`config.mk`:
```
export PLATFORM = sky130hd
export DESIGN_NAME = wrs_reset_seq
export DESIGN_NICKNAME = d
export VERILOG_FILES = /design/src/wrs_pkg.sv /design/src/wrs_settle_timer.sv /design/src/wrs_reset_seq.sv
export VERILOG_INCLUDE_DIRS = /design/src
export SDC_FILE = /design/constraint.sdc
export NUM_CORES = 1
export LEC_CHECK = 0
export BUFFER_PORTS_ARGS = -buffer_cell sky130_fd_sc_hd__buf_2
export CAP_MARGIN = 20
export CORE_ASPECT_RATIO = 2
export CORE_MARGIN = 4
export CORE_UTILIZATION = 45
export CTS_BUF_LIST = sky130_fd_sc_hd__clkbuf_4 sky130_fd_sc_hd__clkbuf_8
export DETAILED_ROUTE_END_ITERATION = 12
export GPL_ROUTABILITY_DRIVEN = 0
export HOLD_SLACK_MARGIN = 0.15
export MAX_ROUTING_LAYER = met4
export PLACE_DENSITY = 0.7
export SYNTH_ARGS = -nofsm -noshare
export SYNTH_HDL_FRONTEND = slang
export SYNTH_HIERARCHICAL = 1
export SYNTH_SLANG_ARGS = --single-unit
```
`constraint.sdc`:
```
create_clock -name core_clk_i -period 2.48 [get_ports core_clk_i]
set_input_delay 0 -clock core_clk_i [delete_from_list [all_inputs] [get_ports core_clk_i]]
set_output_delay 0 -clock core_clk_i [all_outputs]
set_load 0.02 [all_outputs]
```
`src/wrs_defs.svh`:
```
// Purpose: constants of the watchdog and power-on-clear reset sequencer
// Assumes: included by its bare name from the package and the modules
// Notes:   times are in their own unit; the watchdog-2 hold cycle count derives from the clock period
`ifndef WRS_DEFS_SVH
`define WRS_DEFS_SVH

// ----------------------------------------------------------------------------
// clock
// ----------------------------------------------------------------------------
`define WRS_CLK_PERIOD_NS 5

// ----------------------------------------------------------------------------
// reset hold lengths
// ----------------------------------------------------------------------------
`define WRS_WDOG1_HOLD_CYC 12
`define WRS_WDOG2_HOLD_NS 20
`define WRS_WDOG2_HOLD_CYC ((`WRS_WDOG2_HOLD_NS + `WRS_CLK_PERIOD_NS - 1) / `WRS_CLK_PERIOD_NS)
`define WRS_HOLD_W 8

// ----------------------------------------------------------------------------
// oscillation settle wait: cycles = 2 ** (base + select code)
// ----------------------------------------------------------------------------
`define WRS_SETTLE_BASE_LOG2 13
`define WRS_SETTLE_SEL_DEFAULT 3
`define WRS_SETTLE_SEL_W 3
`define WRS_CNT_W 24

`endif

```
`src/wrs_pkg.sv`:
```
// Purpose: types of the watchdog and power-on-clear reset sequencer
// Assumes: wrs_defs.svh gives the widths
// Notes:   state and carrier signals are packed structs; the cause and state codes are enums
`include "wrs_defs.svh"

package wrs_pkg;

    typedef enum logic [1:0] {
        CAUSE_POC,
        CAUSE_WDOG1,
        CAUSE_WDOG2
    } wrs_cause_t;

    typedef enum logic [2:0] {
        ST_POC,
        ST_HOLD1,
        ST_HOLD2,
        ST_SETTLE,
        ST_RUN
    } wrs_state_t;

    typedef struct packed {
        logic main_osc_en;
        logic int_osc_en;
        logic sub_osc_en;
        logic wdog1_clk_en;
        logic periph_clk_en;
        logic sys_clk_en;
        logic cpu_clk_en;
        logic clkdiv_init;
        logic wdog2_run;
    } wrs_clk_ctl_t;

    typedef struct packed {
        logic port0_bit0;
        logic port0_bit0_oe;
        logic port_hiz;
    } wrs_pin_ctl_t;

    typedef struct packed {
        wrs_state_t                 state;
        logic [`WRS_HOLD_W-1:0]     hold_cnt;
        wrs_cause_t                 cause;
        wrs_clk_ctl_t               clk;
        wrs_pin_ctl_t               pin;
        logic                       sys_reset_n;
        logic                       cpu_run;
        logic                       ram_undef;
        logic                       settle_load;
        logic                       poc_meta;
        logic                       poc_sync;
    } wrs_core_t;

endpackage

```
`src/wrs_settle_timer.sv`:
```
// Purpose: one-shot down counter timing the oscillation settle wait
// Assumes: load_i is a one-cycle pulse from logic on core_clk_i
// Notes:   done_o pulses for one cycle, load_val_i cycles after the load edge
`timescale 1ns/1ps
`default_nettype none
`include "wrs_defs.svh"

module wrs_settle_timer #(
    parameter int CNT_W = `WRS_CNT_W
) (
    input  wire logic             core_clk_i,
    input  wire logic             rstn_i,
    input  wire logic             load_i,
    input  wire logic [CNT_W-1:0] load_val_i,
    output logic                  busy_o,
    output logic                  done_o
);

    typedef struct packed {
        logic [CNT_W-1:0] cnt;
        logic             busy;
        logic             done;
    } wrs_tmr_t;

    wrs_tmr_t r_reg;
    wrs_tmr_t r_next;

    always_comb begin
        r_next      = r_reg;
        r_next.done = 1'b0;
        if (load_i) begin
            r_next.cnt  = load_val_i;
            r_next.busy = (load_val_i != '0);
        end else if (r_reg.busy) begin
            r_next.cnt = r_reg.cnt - 1'b1;
            if (r_reg.cnt == CNT_W'(1)) begin
                r_next.busy = 1'b0;
                r_next.done = 1'b1;
            end
        end
    end

    always_ff @(posedge core_clk_i or negedge rstn_i) begin
        if (!rstn_i) begin
            r_reg <= '0;
        end else begin
            r_reg <= r_next;
        end
    end

    assign busy_o = r_reg.busy;
    assign done_o = r_reg.done;

endmodule
`default_nettype wire

```
`src/wrs_reset_seq.sv`:
```
// Purpose: system reset sequencer for watchdog-1, watchdog-2 and power-on-clear
// Assumes: watchdog requests come from logic on core_clk_i; the power-on-clear
//          level comes from an analog detector and is synchronised here
// Notes:   clock and oscillator controls are enables for the clock generator;
//          this block itself keeps running on core_clk_i throughout
`timescale 1ns/1ps
`default_nettype none
`include "wrs_defs.svh"

module wrs_reset_seq
    import wrs_pkg::*;
#(
    parameter int SETTLE_BASE_LOG2   = `WRS_SETTLE_BASE_LOG2,
    parameter int OSC_SETTLE_DEFAULT = `WRS_SETTLE_SEL_DEFAULT,
    parameter int CNT_W              = `WRS_CNT_W
) (
    input  wire logic  core_clk_i,
    input  wire logic  rstn_i,
    input  wire logic  wdog1_mode_i,
    input  wire logic  wdog1_overflow_reset_i,
    input  wire logic  wdog2_mode_i,
    input  wire logic  wdog2_overflow_reset_i,
    input  wire logic  power_on_clear_reset_i,
    input  wire logic  ram_write_i,
    output logic       sys_reset_n_o,
    output logic       cpu_run_o,
    output wrs_cause_t reset_cause_o,
    output logic       ram_undef_o,
    output wrs_clk_ctl_t clk_ctl_o,
    output wrs_pin_ctl_t pin_ctl_o
);

    // ------------------------------------------------------------------------
    // constants
    // ------------------------------------------------------------------------
    localparam logic [`WRS_HOLD_W-1:0] WDOG1_LAST = `WRS_HOLD_W'(`WRS_WDOG1_HOLD_CYC - 1);
    localparam logic [`WRS_HOLD_W-1:0] WDOG2_LAST = `WRS_HOLD_W'(`WRS_WDOG2_HOLD_CYC - 1);
    localparam logic [`WRS_SETTLE_SEL_W-1:0] SETTLE_SEL =
        `WRS_SETTLE_SEL_W'(OSC_SETTLE_DEFAULT);

    localparam wrs_core_t CORE_RST = '{
        state:       ST_POC,
        hold_cnt:    '0,
        cause:       CAUSE_POC,
        clk:         '{sub_osc_en: 1'b1, clkdiv_init: 1'b1, default: 1'b0},
        pin:         '{port0_bit0: 1'b0, port0_bit0_oe: 1'b1, port_hiz: 1'b1},
        sys_reset_n: 1'b0,
        cpu_run:     1'b0,
        ram_undef:   1'b1,
        settle_load: 1'b0,
        poc_meta:    1'b0,
        poc_sync:    1'b0
    };

    // ------------------------------------------------------------------------
    // functions
    // ------------------------------------------------------------------------
    // settle wait length from a select code
    function automatic logic [CNT_W-1:0] settle_cycles(
        input logic [`WRS_SETTLE_SEL_W-1:0] sel
    );
        int sh;
        sh = SETTLE_BASE_LOG2 + int'(sel);
        settle_cycles = CNT_W'(1) << sh;
    endfunction

    // clock and oscillator enables per sequencer state
    function automatic wrs_clk_ctl_t clk_for(input wrs_state_t st);
        wrs_clk_ctl_t c;
        c            = '0;
        c.sub_osc_en = 1'b1;
        case (st)
            ST_HOLD1: begin
                c.main_osc_en  = 1'b1;
                c.int_osc_en   = 1'b1;
                c.wdog1_clk_en = 1'b1;
                c.sys_clk_en   = 1'b1;
                c.cpu_clk_en   = 1'b1;
                c.clkdiv_init  = 1'b1;
            end
            ST_HOLD2, ST_POC: begin
                c.clkdiv_init  = 1'b1;
            end
            ST_SETTLE: begin
                c.main_osc_en  = 1'b1;
                c.int_osc_en   = 1'b1;
                c.wdog1_clk_en = 1'b1;
                c.wdog2_run    = 1'b1;
            end
            ST_RUN: begin
                c.main_osc_en   = 1'b1;
                c.int_osc_en    = 1'b1;
                c.wdog1_clk_en  = 1'b1;
                c.periph_clk_en = 1'b1;
                c.sys_clk_en    = 1'b1;
                c.cpu_clk_en    = 1'b1;
                c.wdog2_run     = 1'b1;
            end
            default: begin
                c.clkdiv_init = 1'b1;
            end
        endcase
        clk_for = c;
    endfunction

    // true while the system is held in reset
    function automatic logic in_reset(input wrs_state_t st);
        in_reset = (st == ST_HOLD1) || (st == ST_HOLD2) || (st == ST_POC);
    endfunction

    // ------------------------------------------------------------------------
    // state
    // ------------------------------------------------------------------------
    wrs_core_t r_reg;
    wrs_core_t r_next;
    logic      settle_done;
    logic      wd1_take;
    logic      wd2_take;

    wrs_settle_timer #(
        .CNT_W      (CNT_W)
    ) u_settle (
        .core_clk_i (core_clk_i),
        .rstn_i     (rstn_i),
        .load_i     (r_reg.settle_load),
        .load_val_i (settle_cycles(SETTLE_SEL)),
        .busy_o     (),
        .done_o     (settle_done)
    );

    // ------------------------------------------------------------------------
    // sequencer
    // ------------------------------------------------------------------------
    always_comb begin
        r_next             = r_reg;
        r_next.poc_meta    = power_on_clear_reset_i;
        r_next.poc_sync    = r_reg.poc_meta;
        r_next.settle_load = 1'b0;

        wd2_take = wdog2_mode_i && wdog2_overflow_reset_i &&
                   ((r_reg.state == ST_RUN) || (r_reg.state == ST_SETTLE));
        wd1_take = wdog1_mode_i && wdog1_overflow_reset_i && (r_reg.state == ST_RUN);

        case (r_reg.state)
            ST_POC: begin
                if (!r_reg.poc_sync) begin
                    r_next.state       = ST_SETTLE;
                    r_next.settle_load = 1'b1;
                end
            end
            ST_HOLD1: begin
                if (r_reg.hold_cnt == '0) begin
                    r_next.state = ST_RUN;
                end else begin
                    r_next.hold_cnt = r_reg.hold_cnt - 1'b1;
                end
            end
            ST_HOLD2: begin
                if (r_reg.hold_cnt == '0) begin
                    r_next.state       = ST_SETTLE;
                    r_next.settle_load = 1'b1;
                end else begin
                    r_next.hold_cnt = r_reg.hold_cnt - 1'b1;
                end
            end
            ST_SETTLE: begin
                // a done left over from a cancelled wait is ignored
                if (settle_done && !r_reg.settle_load) begin
                    r_next.state = ST_RUN;
                end
            end
            ST_RUN: begin
                r_next.state = ST_RUN;
            end
            default: begin
                r_next.state = ST_POC;
            end
        endcase

        // request priority: power-on-clear, then watchdog-2, then watchdog-1
        if (r_reg.poc_sync) begin
            r_next.state     = ST_POC;
            r_next.cause     = CAUSE_POC;
            r_next.ram_undef = 1'b1;
        end else if (wd2_take) begin
            r_next.state     = ST_HOLD2;
            r_next.hold_cnt  = WDOG2_LAST;
            r_next.cause     = CAUSE_WDOG2;
            r_next.ram_undef = ram_write_i;
        end else if (wd1_take) begin
            r_next.state     = ST_HOLD1;
            r_next.hold_cnt  = WDOG1_LAST;
            r_next.cause     = CAUSE_WDOG1;
            r_next.ram_undef = ram_write_i;
        end

        r_next.clk                = clk_for(r_next.state);
        r_next.sys_reset_n        = !in_reset(r_next.state);
        r_next.cpu_run            = (r_next.state == ST_RUN);
        r_next.pin.port0_bit0     = 1'b0;
        r_next.pin.port0_bit0_oe  = in_reset(r_next.state);
        r_next.pin.port_hiz       = in_reset(r_next.state);
    end

    always_ff @(posedge core_clk_i or negedge rstn_i) begin
        if (!rstn_i) begin
            r_reg <= CORE_RST;
        end else begin
            r_reg <= r_next;
        end
    end

    // ------------------------------------------------------------------------
    // outputs
    // ------------------------------------------------------------------------
    assign sys_reset_n_o = r_reg.sys_reset_n;
    assign cpu_run_o     = r_reg.cpu_run;
    assign reset_cause_o = r_reg.cause;
    assign ram_undef_o   = r_reg.ram_undef;
    assign clk_ctl_o     = r_reg.clk;
    assign pin_ctl_o     = r_reg.pin;

    logic wd1_clean;
    assign wd1_clean = wd1_take && !r_reg.poc_sync && !wd2_take;

    // cycles in a row with system reset low, so a long hold needs no long repetition
    logic [7:0] low_cnt_reg;
    always_ff @(posedge core_clk_i or negedge rstn_i) begin
        if (!rstn_i) begin
            low_cnt_reg <= 8'h00;
        end else begin
            low_cnt_reg <= sys_reset_n_o ? 8'h00 : low_cnt_reg + 8'h01;
        end
    end
endmodule
`default_nettype wire

```
; ---- Word-level counts from Yosys, hierarchy flattened
; Index checks and enable logic that the tools add are counted.
[word_totals]
register_bits = 54
in_bits = 8
out_inout_bits = 17
word_cells = 78
[op_classes]
n_addsub = 2
n_eq_ne = 9
muxes = 27
n_reduce_logical = 19
[op_table]
columns = op, count
row1 = 2-to-1 mux 13 bit, 2
row2 = 2-to-1 mux 26 bit, 1
row3 = 2-to-1 mux 25 bit, 1
row4 = "equality test 24 x 1 -> 1 bit, second input constant", 1
row5 = 2-to-1 mux 8 bit, 3
row6 = "subtractor 24 x 1 -> 24 bit, second input constant", 1
row7 = case mux 3 bit (5 select lines), 1
row8 = "equality test 3 x 2 -> 1 bit, second input constant", 4
row9 = 2-to-1 mux 3 bit, 4
row10 = 2-to-1 mux 1 bit, 10
row11 = logical NOT 8 bit, 1
row12 = 2-to-1 mux 2 bit, 4
row13 = "subtractor 8 x 1 -> 8 bit, second input constant", 1
row14 = "equality test 3 x 1 -> 1 bit, second input constant", 2
row15 = "equality test 3 bit, second input constant", 2
row16 = logical NOT 3 bit, 2
row17 = OR reduction 2 bit, 3
row18 = logical AND 1 bit, 5
row19 = logical OR 1 bit, 3
row20 = nonzero test 3 bit, 1
row21 = OR reduction 3 bit, 1
row22 = logical NOT 1 bit, 2
row23 = case mux 1 bit (2 select lines), 1
row24 = nonzero test 2 bit, 1

; ---- Longest topological paths before layout
; Gate-level depths: netlist (run 1).
[logic_depth]
ltp_word = 11
depth_mapped = 7
mapped_depth_nobuf = 6

; ---- By module
; The synthesis (run 1) kept the hierarchy.
[modules_own_cells]
columns = mod, instances, cells_per_inst, area_each_um2, seq_area_each_um2
row1 = wrs_settle_timer, 1, 176, 1560.2, 650.6
row2 = wrs_reset_seq, 1, 131, 1311.3, 604.3

; ---- Least setup slack after synthesis (run 1)
; OpenSTA, ideal clock, no wires.
[synth_path]
path_type = reg2reg
startpoint = reg u_settle/r_reg[2] (netlist bit)
endpoint = reg u_settle/r_reg[18] (netlist bit)
setup_time_ns = 0.082
t_arrival_ns = 1.757
required_time_ns = 2.398
slack_ns = 0.641
path_stages_with_launch = 8
n_path_buf = 1
synth_period_minus_slack_ns = 1.839
cell_sequence = dfrtp_1 inv_1 ha_1 nor4bb_1 clkbuf_2 nand3_2 or3_2 a31oi_1
[synth_between]
elab_chain_len = 3
[synth_rtl]
columns = element, line
row1 = from (decl), wrs_settle_timer.sv:25  ; wrs_tmr_t r_reg;
row2 = from (signal assigned), wrs_settle_timer.sv:47  ; r_reg <= r_next;
row3 = subtractor 24 x 1 -> 24 bit, wrs_settle_timer.sv:35  ; r_next.cnt = r_reg.cnt - 1'b1;
row4 = 2-to-1 mux 26 bit, wrs_settle_timer.sv:34  ; end else if (r_reg.busy) begin
row5 = 2-to-1 mux 25 bit, wrs_settle_timer.sv:31  ; if (load_i) begin
; Every way passes these cells. The select of a mux whose other input is x is not followed.
; A chain may end at the register's enable or synchronous reset.

; ---- Final worst setup path (run 1)
; Same ends and word-level chain as after synthesis.

==> impl_metrics.py, run 1 <==
metrics = {
    "synthesis": {
        "yosysWarnings": 6,
        "ys_types": 61,
        "ys.flop_type": "dfrtp_1",
        "synth_edf_count": 0,
        "synthArstFlopShare_pct": 100,
        "netlist_area_um2": 2870,
        "ys_seq_elements": 50,
        "seq_area_frac_synth_pct": 43.7,
        "syn_inst": 307,
        "avgSynthCellArea_um2": 9.35,
    },
    "floorplan": {
        "die_h_um": 121,
        "fp-row-count": 41,
        "ioPinCount": 25,
        "initial_core_util_pct": 45.9,
        "die_w_um": 64.5,
        "die_area_um2": 7800,
        "coreArea_um2": 6260,
    },
    "clock_tree": {
        "clock_latency_ns": 0.31,
        "cts_buffers": 5,
        "cts.sinks": 50,
        "cts.path.max_buffers": 2,
        "clkTransAtPathRegs_ns": 0.09,
        "postCtsSetupRepairBufs": 0,
        "htree_num_levels": 2,
        "cts_hold_buf": 5,
        "cts_tree": "done",
        "cts_root_buf": "clkbuf_8",
        "ctsResizeCount": 0,
    },
    "min_path": {
        "hold_class": "in -> reg",
        "hp-start": "wdog1_overflow_reset_i",
    },
    "timing": {
        "rsz0062_at_grt": "false",
        "finalSetupViolations": 0,
        "hold_viol": 0,
        "max_freq_mhz": 468,
        "holdWs_ns": 0.161,
        "slew_headroom_pct": 49.2,
        "clock-skew-final_ns": 0.00742,
        "min_period_over_period_pct": 86.2,
        "finalSetupTns_ns": 0,
        "slew_viol_final": 0,
        "min_period_ns": 2.14,
        "worst_slew_pin_slew_ns": 0.755,
    },
    "detailed_routing": {
        "drc": 0,
        "drtAntennaViolNets": 0,
        "via_per_inst": 5.07,
        "routed_wl_mm": 5.93,
        "drt_first_pass_iters": 4,
        "via_count": 2302,
        "wire_per_inst_um": 13.1,
        "drt_iter0_drc": 131,
    },
    "grt": {
        "grt_pass1_wl_mm": 10.7,
        "grt_max_degree": 50,
        "grt_antenna_before_repair": 0,
        "grt_pass1_vias": 2378,
        "overflow": 0,
        "grt_use_total_pct": 17.7,
    },
    "pwr": {
        "seq_power_share_pct": 46.0,
        "finalPower_mw": 3.18,
        "combinationalPowerShare_pct": 32.5,
        "p_leak_nw": 1.44,
        "clkPwrFrac_pct": 21.5,
        "vdd_drop_max_uv": 425,
        "p_int_mw": 1.97,
        "power_switching_mw": 1.22,
        "p_sw_share_pct": 38.2,
        "power_density_nw_per_um2": 956,
    },
    "finish": {
        "nNetsFinal": 379,
        "fillers": 606,
        "drive_gt1_share_pct": 14.4,
        "stdcell_count": 454,
        "area_delta_synth_final_pct": 16.0,
        "antenna_cells": 0,
        "largest_register_ffs": 24,
    },
    "setup_path": {
        "cp_data_arrival_time_ns": 2.37,
        "regToRegSetupSlack_ns": 0.34,
        "startpoint": "u_settle/r_reg[2]$_DFFE_PN0P_",
        "crit_required_ns": 2.72,
        "ff2ff_path_depth": 7,
        "startpoint_type": "register",
        "r2r_start": "u_settle/r_reg[2]$_DFFE_PN0P_",
        "reg2reg_to": "u_settle/r_reg[18]$_DFFE_PN0P_",
        "critPathCaptureType": "register",
        "critPathMaxFanout": 7,
        "crit_path_end": "u_settle/r_reg[18]$_DFFE_PN0P_",
        "worstSetupPathType": "reg -> reg",
    },
    "placement": {
        "dp.cells": 440,
        "post-dp-hpwl_mm": 4.48,
        "numPortBuffers": 22,
    },
    "outcome": {
        "status": "finished clean",
    },
    "flow_run": {
        "drv_cap": 0,
    },
}
layer usage:
metal | vias to the layer above | GRT usage [%] | wire length [µm]
li1 | 1159 | - | -
met1 | 1082 | 16.7 | 2050
met4 | 0 | 9.14 | 199
met2 | 42 | 33.7 | 3530
met5 | - | - | 0
met3 | 19 | 2.41 | 155
placed cells by master, fill, tap and decap left out, drive strengths merged, types with 3 or more instances in the layout:
cell / Yosys / layout
a21oi: 5 / 5
a31oi: 8 / 8
buf: 19 / 28
clkbuf: 9 / 5
conb: 2 / 50
dfrtp: 47 / 47
dfstp: 3 / 3
dlygate4sd3: 0 / 5
ha: 4 / 4
inv: 8 / 8
nand2: 29 / 29
nand3: 10 / 10
nand4: 8 / 8
nor2: 33 / 33
nor3: 9 / 9
nor4: 11 / 11
o211ai: 4 / 4
o21ai: 21 / 21
o31ai: 7 / 7
or3: 6 / 6
or4: 9 / 9
xnor2: 8 / 8
xor2: 13 / 13
power groups by stage:
stage                     sequential (mW)  clock, mW  combinational [mW]
after detailed placement             1.48          0                1.02
after global routing                 1.52      0.737                1.18
after CTS                            1.46      0.704                1.04
after floorplan                      1.36          0               0.891
after global placement               1.46          0                1.00
final                                1.47      0.683                1.04
critical path, cell delays in order (launching register included):
cell and delay [ns]:
dfrtp_1 0.45, inv_1 0.08, ha_1 0.15, nor4bb_1 0.42, buf_4 0.21, nand3_2 0.15, or3_2 0.44, a31oi_1 0.16
synthesized netlist by cell type (3+ instances only):
cell type,count,area (µm²)
dfrtp_1,47,1180
nor2_1,32,120
nand2_1,29,109
o21ai_0,20,100
buf_4,15,113
xor2_1,13,114
nor4_1,10,62.6
nand3_1,9,45.0
or4_1,9,67.6
a31oi_1,8,50.1
inv_1,8,30.0
nand4_1,8,50.1
xnor2_1,8,70.1
clkbuf_1,7,26.3
o31ai_1,7,52.6
nor3_1,6,30.0
a21oi_1,5,25.0
ha_1,4,50.1
dfstp_2,3,78.8
o211ai_1,3,22.5
or3_1,3,18.8
per-stage QoR:
stage	worst slack, ns	cell area (µm²)	util (%)
after floorplan	0.641	3050	-
after global placement	0.450	3120	49.9
after detailed placement	0.346	3120	49.9
after CTS	0.330	3310	52.9
after global routing	0.118	3330	53.2
final	0.343	3330	53.2
how the worst min path moves through the flow:
stage,end,slack [ns],depth (start not counted)
after global routing,r_reg[20]$_DFF_PN0_,0.21,2
after global placement,r_next[0]$_DFF_PN0_,0.11,1
after detailed placement,r_next[0]$_DFF_PN0_,0.11,1
after floorplan,clk_ctl_o[0]$_DFF_PN0_,-0.30,0
final,clk_ctl_o[4]$_DFF_PN0_,0.16,4
after CTS,clk_ctl_o[4]$_DFF_PN0_,0.16,4
cells by family after synthesis:
group | count (synthesis) | synth area share (%)
AND/OR/NAND/NOR | 132 | 25.5
multiplexers | 3 | 1.09
buffers and inverters | 36 | 7.41
AO/OA/AOI/OAI | 59 | 13.9
XOR/XNOR | 21 | 6.41
adder cells (fa/ha/maj) | 4 | 1.74
flip-flops | 50 | 43.7
other | 2 | 0.262
layout make-up:
| cell class | count | area (µm²) | share of cell area [%] |
|---|---|---|---|
| Timing Repair Buffer | 33 | 218 | 6.53 |
| Inverter | 8 | 30.0 | 0.901 |
| Multi-Input combinational cell | 269 | 1580 | 47.5 |
| Sequential cell | 50 | 1250 | 37.7 |
| Tap cell | 86 | 108 | 3.23 |
| Clock buffer | 5 | 68.8 | 2.07 |
| Clock inverter | 3 | 68.8 | 2.07 |
Note: power is estimated with default switching activity, not from simulation.
==> inputs of run 2 (changes only) <==
- CELL_PAD_IN_SITES_DETAIL_PLACEMENT: unset -> 0
- CELL_PAD_IN_SITES_GLOBAL_PLACEMENT: unset -> 2
- CORE_UTILIZATION: 45 -> 39
- PLACE_DENSITY: 0.7 -> 0.89
- SLEW_MARGIN: unset -> 10
==> run 2 against run 1 <==
  * Final cell count rose by 1.8%
  * Setup slack better by 0.034 ns
  * Hold slack barely moved
  * Total power down 6.3%
  * Core utilization shrank 7.5 points
  * Critical path depth stayed put
  * Sequential power about the same
==> impl_metrics.py, run 2 (synthesis gave the netlist of run 1 again) <==
metrics = {
    "detailed_routing": {
        "drc": 0,
        "wire_per_inst_um": 13.7,
        "drtAntennaViolNets": 0,
        "drt_iter0_drc": 119,
        "routed_wl_mm": 6.33,
        "via_count": 2289,
        "drt_first_pass_iters": 4,
        "via_per_inst": 4.95,
    },
    "pwr": {
        "finalPower_mw": 2.98,
        "p_leak_nw": 1.42,
        "vdd_drop_max_uv": 455,
        "power_density_nw_per_um2": 905,
    },
    "timing": {
        "fin_ws_ns": 0.377,
        "max_freq_mhz": 476,
        "clock-skew-final_ns": 0.00691,
        "slew_viol_final": 0,
        "rsz0062_at_grt": "false",
        "hold_viol": 0,
        "slew_headroom_pct": 54.4,
        "worst_slew_pin_slew_ns": 0.678,
        "finalSetupViolations": 0,
        "min_period_over_period_pct": 84.8,
        "finalSetupTns_ns": 0,
        "min_period_ns": 2.10,
    },
    "setup_path": {
        "worstSetupPathType": "reg -> reg",
        "startpoint_type": "register",
        "crit_required_ns": 2.72,
        "cp_data_arrival_time_ns": 2.34,
        "critPathCaptureType": "register",
        "reg2reg_to": "u_settle/r_reg[24]$_DFFE_PN0P_",
        "ff2ff_path_depth": 7,
        "regToRegSetupSlack_ns": 0.38,
        "critPathMaxFanout": 6,
        "r2r_start": "u_settle/r_reg[2]$_DFFE_PN0P_",
    },
    "placement": {
        "post-place-ws_ns": 0.387,
        "numPortBuffers": 22,
        "post-dp-hpwl_mm": 4.74,
    },
    "clock_tree": {
        "cts_tree": "done",
        "cts.path.max_buffers": 2,
        "cts_root_buf": "clkbuf_8",
        "htree_num_levels": 2,
        "clkTransAtPathRegs_ns": 0.10,
        "cts.sinks": 50,
        "clock_latency_ns": 0.31,
        "postCtsSetupRepairBufs": 0,
        "cts_buffers": 5,
    },
    "grt": {
        "grt_antenna_before_repair": 0,
        "grt_max_degree": 35,
        "grt_pass1_wl_mm": 10.9,
        "grt_use_total_pct": 16.9,
        "overflow": 0,
        "grt_pass1_vias": 2362,
    },
    "outcome": {
        "status": "finished clean",
    },
    "flow_run": {
        "drv_cap": 0,
    },
    "finish": {
        "nNetsFinal": 381,
        "fillers": 742,
        "area_delta_synth_final_pct": 14.8,
        "layout_commonest_cell": "conb_1",
        "multi_input_area_um2": 1580,
        "antenna_cells": 0,
        "largest_register_ffs": 24,
        "drive_gt1_share_pct": 14.6,
        "post-route-util_pct": 45.7,
        "regArea_um2": 1250,
        "mostFrequentLayoutCells": "conb_1 (50), dfrtp_1 (47), nor2_1 (32)",
    },
    "min_path": {
        "min_to": "r_reg[30]$_DFF_PN0_",
        "min_path_cells": 4,
        "hp-start": "wdog1_overflow_reset_i",
        "hold_class": "in -> reg",
    },
    "floorplan": {
        "ioPinCount": 25,
        "die_area_um2": 8880,
        "coreArea_um2": 7210,
        "fp-row-count": 44,
        "initial_core_util_pct": 39.8,
        "die_w_um": 68.7,
        "die_h_um": 129,
    },
}
run 2: cell count changes in the layout (fill, tap and decap cells not counted):
| cell | before | now |
|---|---|---|
| clkinv_2 | 0 | 1 |
| buf_4 | 5 | 7 |
| bufinv_16 | 2 | 0 |
| dlygate4sd3_1 | 5 | 6 |
| buf_12 | 1 | 0 |
| clkinvlp_4 | 0 | 1 |
run 2: worst max path at each step:
stage / endpoint / slack [ns] / startpoint
final: u_settle/r_reg[24]$_DFFE_PN0P_ / 0.38 / u_settle/r_reg[2]$_DFFE_PN0P_
after global routing: u_settle/r_reg[24]$_DFFE_PN0P_ / 0.23 / u_settle/r_reg[2]$_DFFE_PN0P_
after CTS: u_settle/r_reg[24]$_DFFE_PN0P_ / 0.35 / u_settle/r_reg[2]$_DFFE_PN0P_
after detailed placement: u_settle/r_reg[24]$_DFFE_PN0P_ / 0.39 / u_settle/r_reg[2]$_DFFE_PN0P_
after global placement: u_settle/r_reg[24]$_DFFE_PN0P_ / 0.42 / u_settle/r_reg[2]$_DFFE_PN0P_
after floorplan: u_settle/r_reg[18]$_DFFE_PN0P_ / 0.64 / u_settle/r_reg[2]$_DFFE_PN0P_
run 2: through the flow:
stage / instances / hold slack (ns) / instance area (µm²)
5_1_grt: 462 / 0.198 / 3300
2_1_floorplan: 355 / -0.296 / 3050
3_3_place_gp: 448 / -0.0606 / 3150
4_1_cts: 462 / 0.159 / 3300
3_5_place_dp: 448 / -0.0512 / 3150
6_report: 462 / 0.161 / 3300
run 2: layout make-up:
type,count,area share (%)
clock inverters,3,0.645
inverters,8,0.911
multi-input cells,269,48.0
well taps,92,3.49
clock buffers,5,2.09
flip-flops and latches,50,38.1
repair buffers,35,6.76
run 2: critical path, stage by stage (launching register included):
cell and delay, ns:
dfrtp_1 0.44, inv_1 0.08, ha_1 0.16, nor4bb_1 0.49
buf_4 0.24, nand2_1 0.06, or4_1 0.39, a31oi_1 0.17
run 2: repair_timing:
item	CTS	global route
endpoints found under the hold margin	52	0
hold buffers	6	0
gates resized for setup	0	0
setup endpoints to repair	0	0
run 2: report_power, final:
| group | total, mW | internal, mW | switching (mW) |
|---|---|---|---|
| logic | 1.03 | 0.460 | 0.569 |
| registers | 1.46 | 1.10 | 0.361 |
| clock network | 0.495 | 0.199 | 0.296 |
run 2: layer usage:
metal,routed length (µm),vias to the layer above,global-route usage (%),part of all wire (%)
met5,0,-,-,0
met2,3650,34,30.8,58
met4,238,0,8.68,3.8
met3,154,15,2.60,2.4
met1,2290,1075,16.1,36
li1,-,1165,-,-
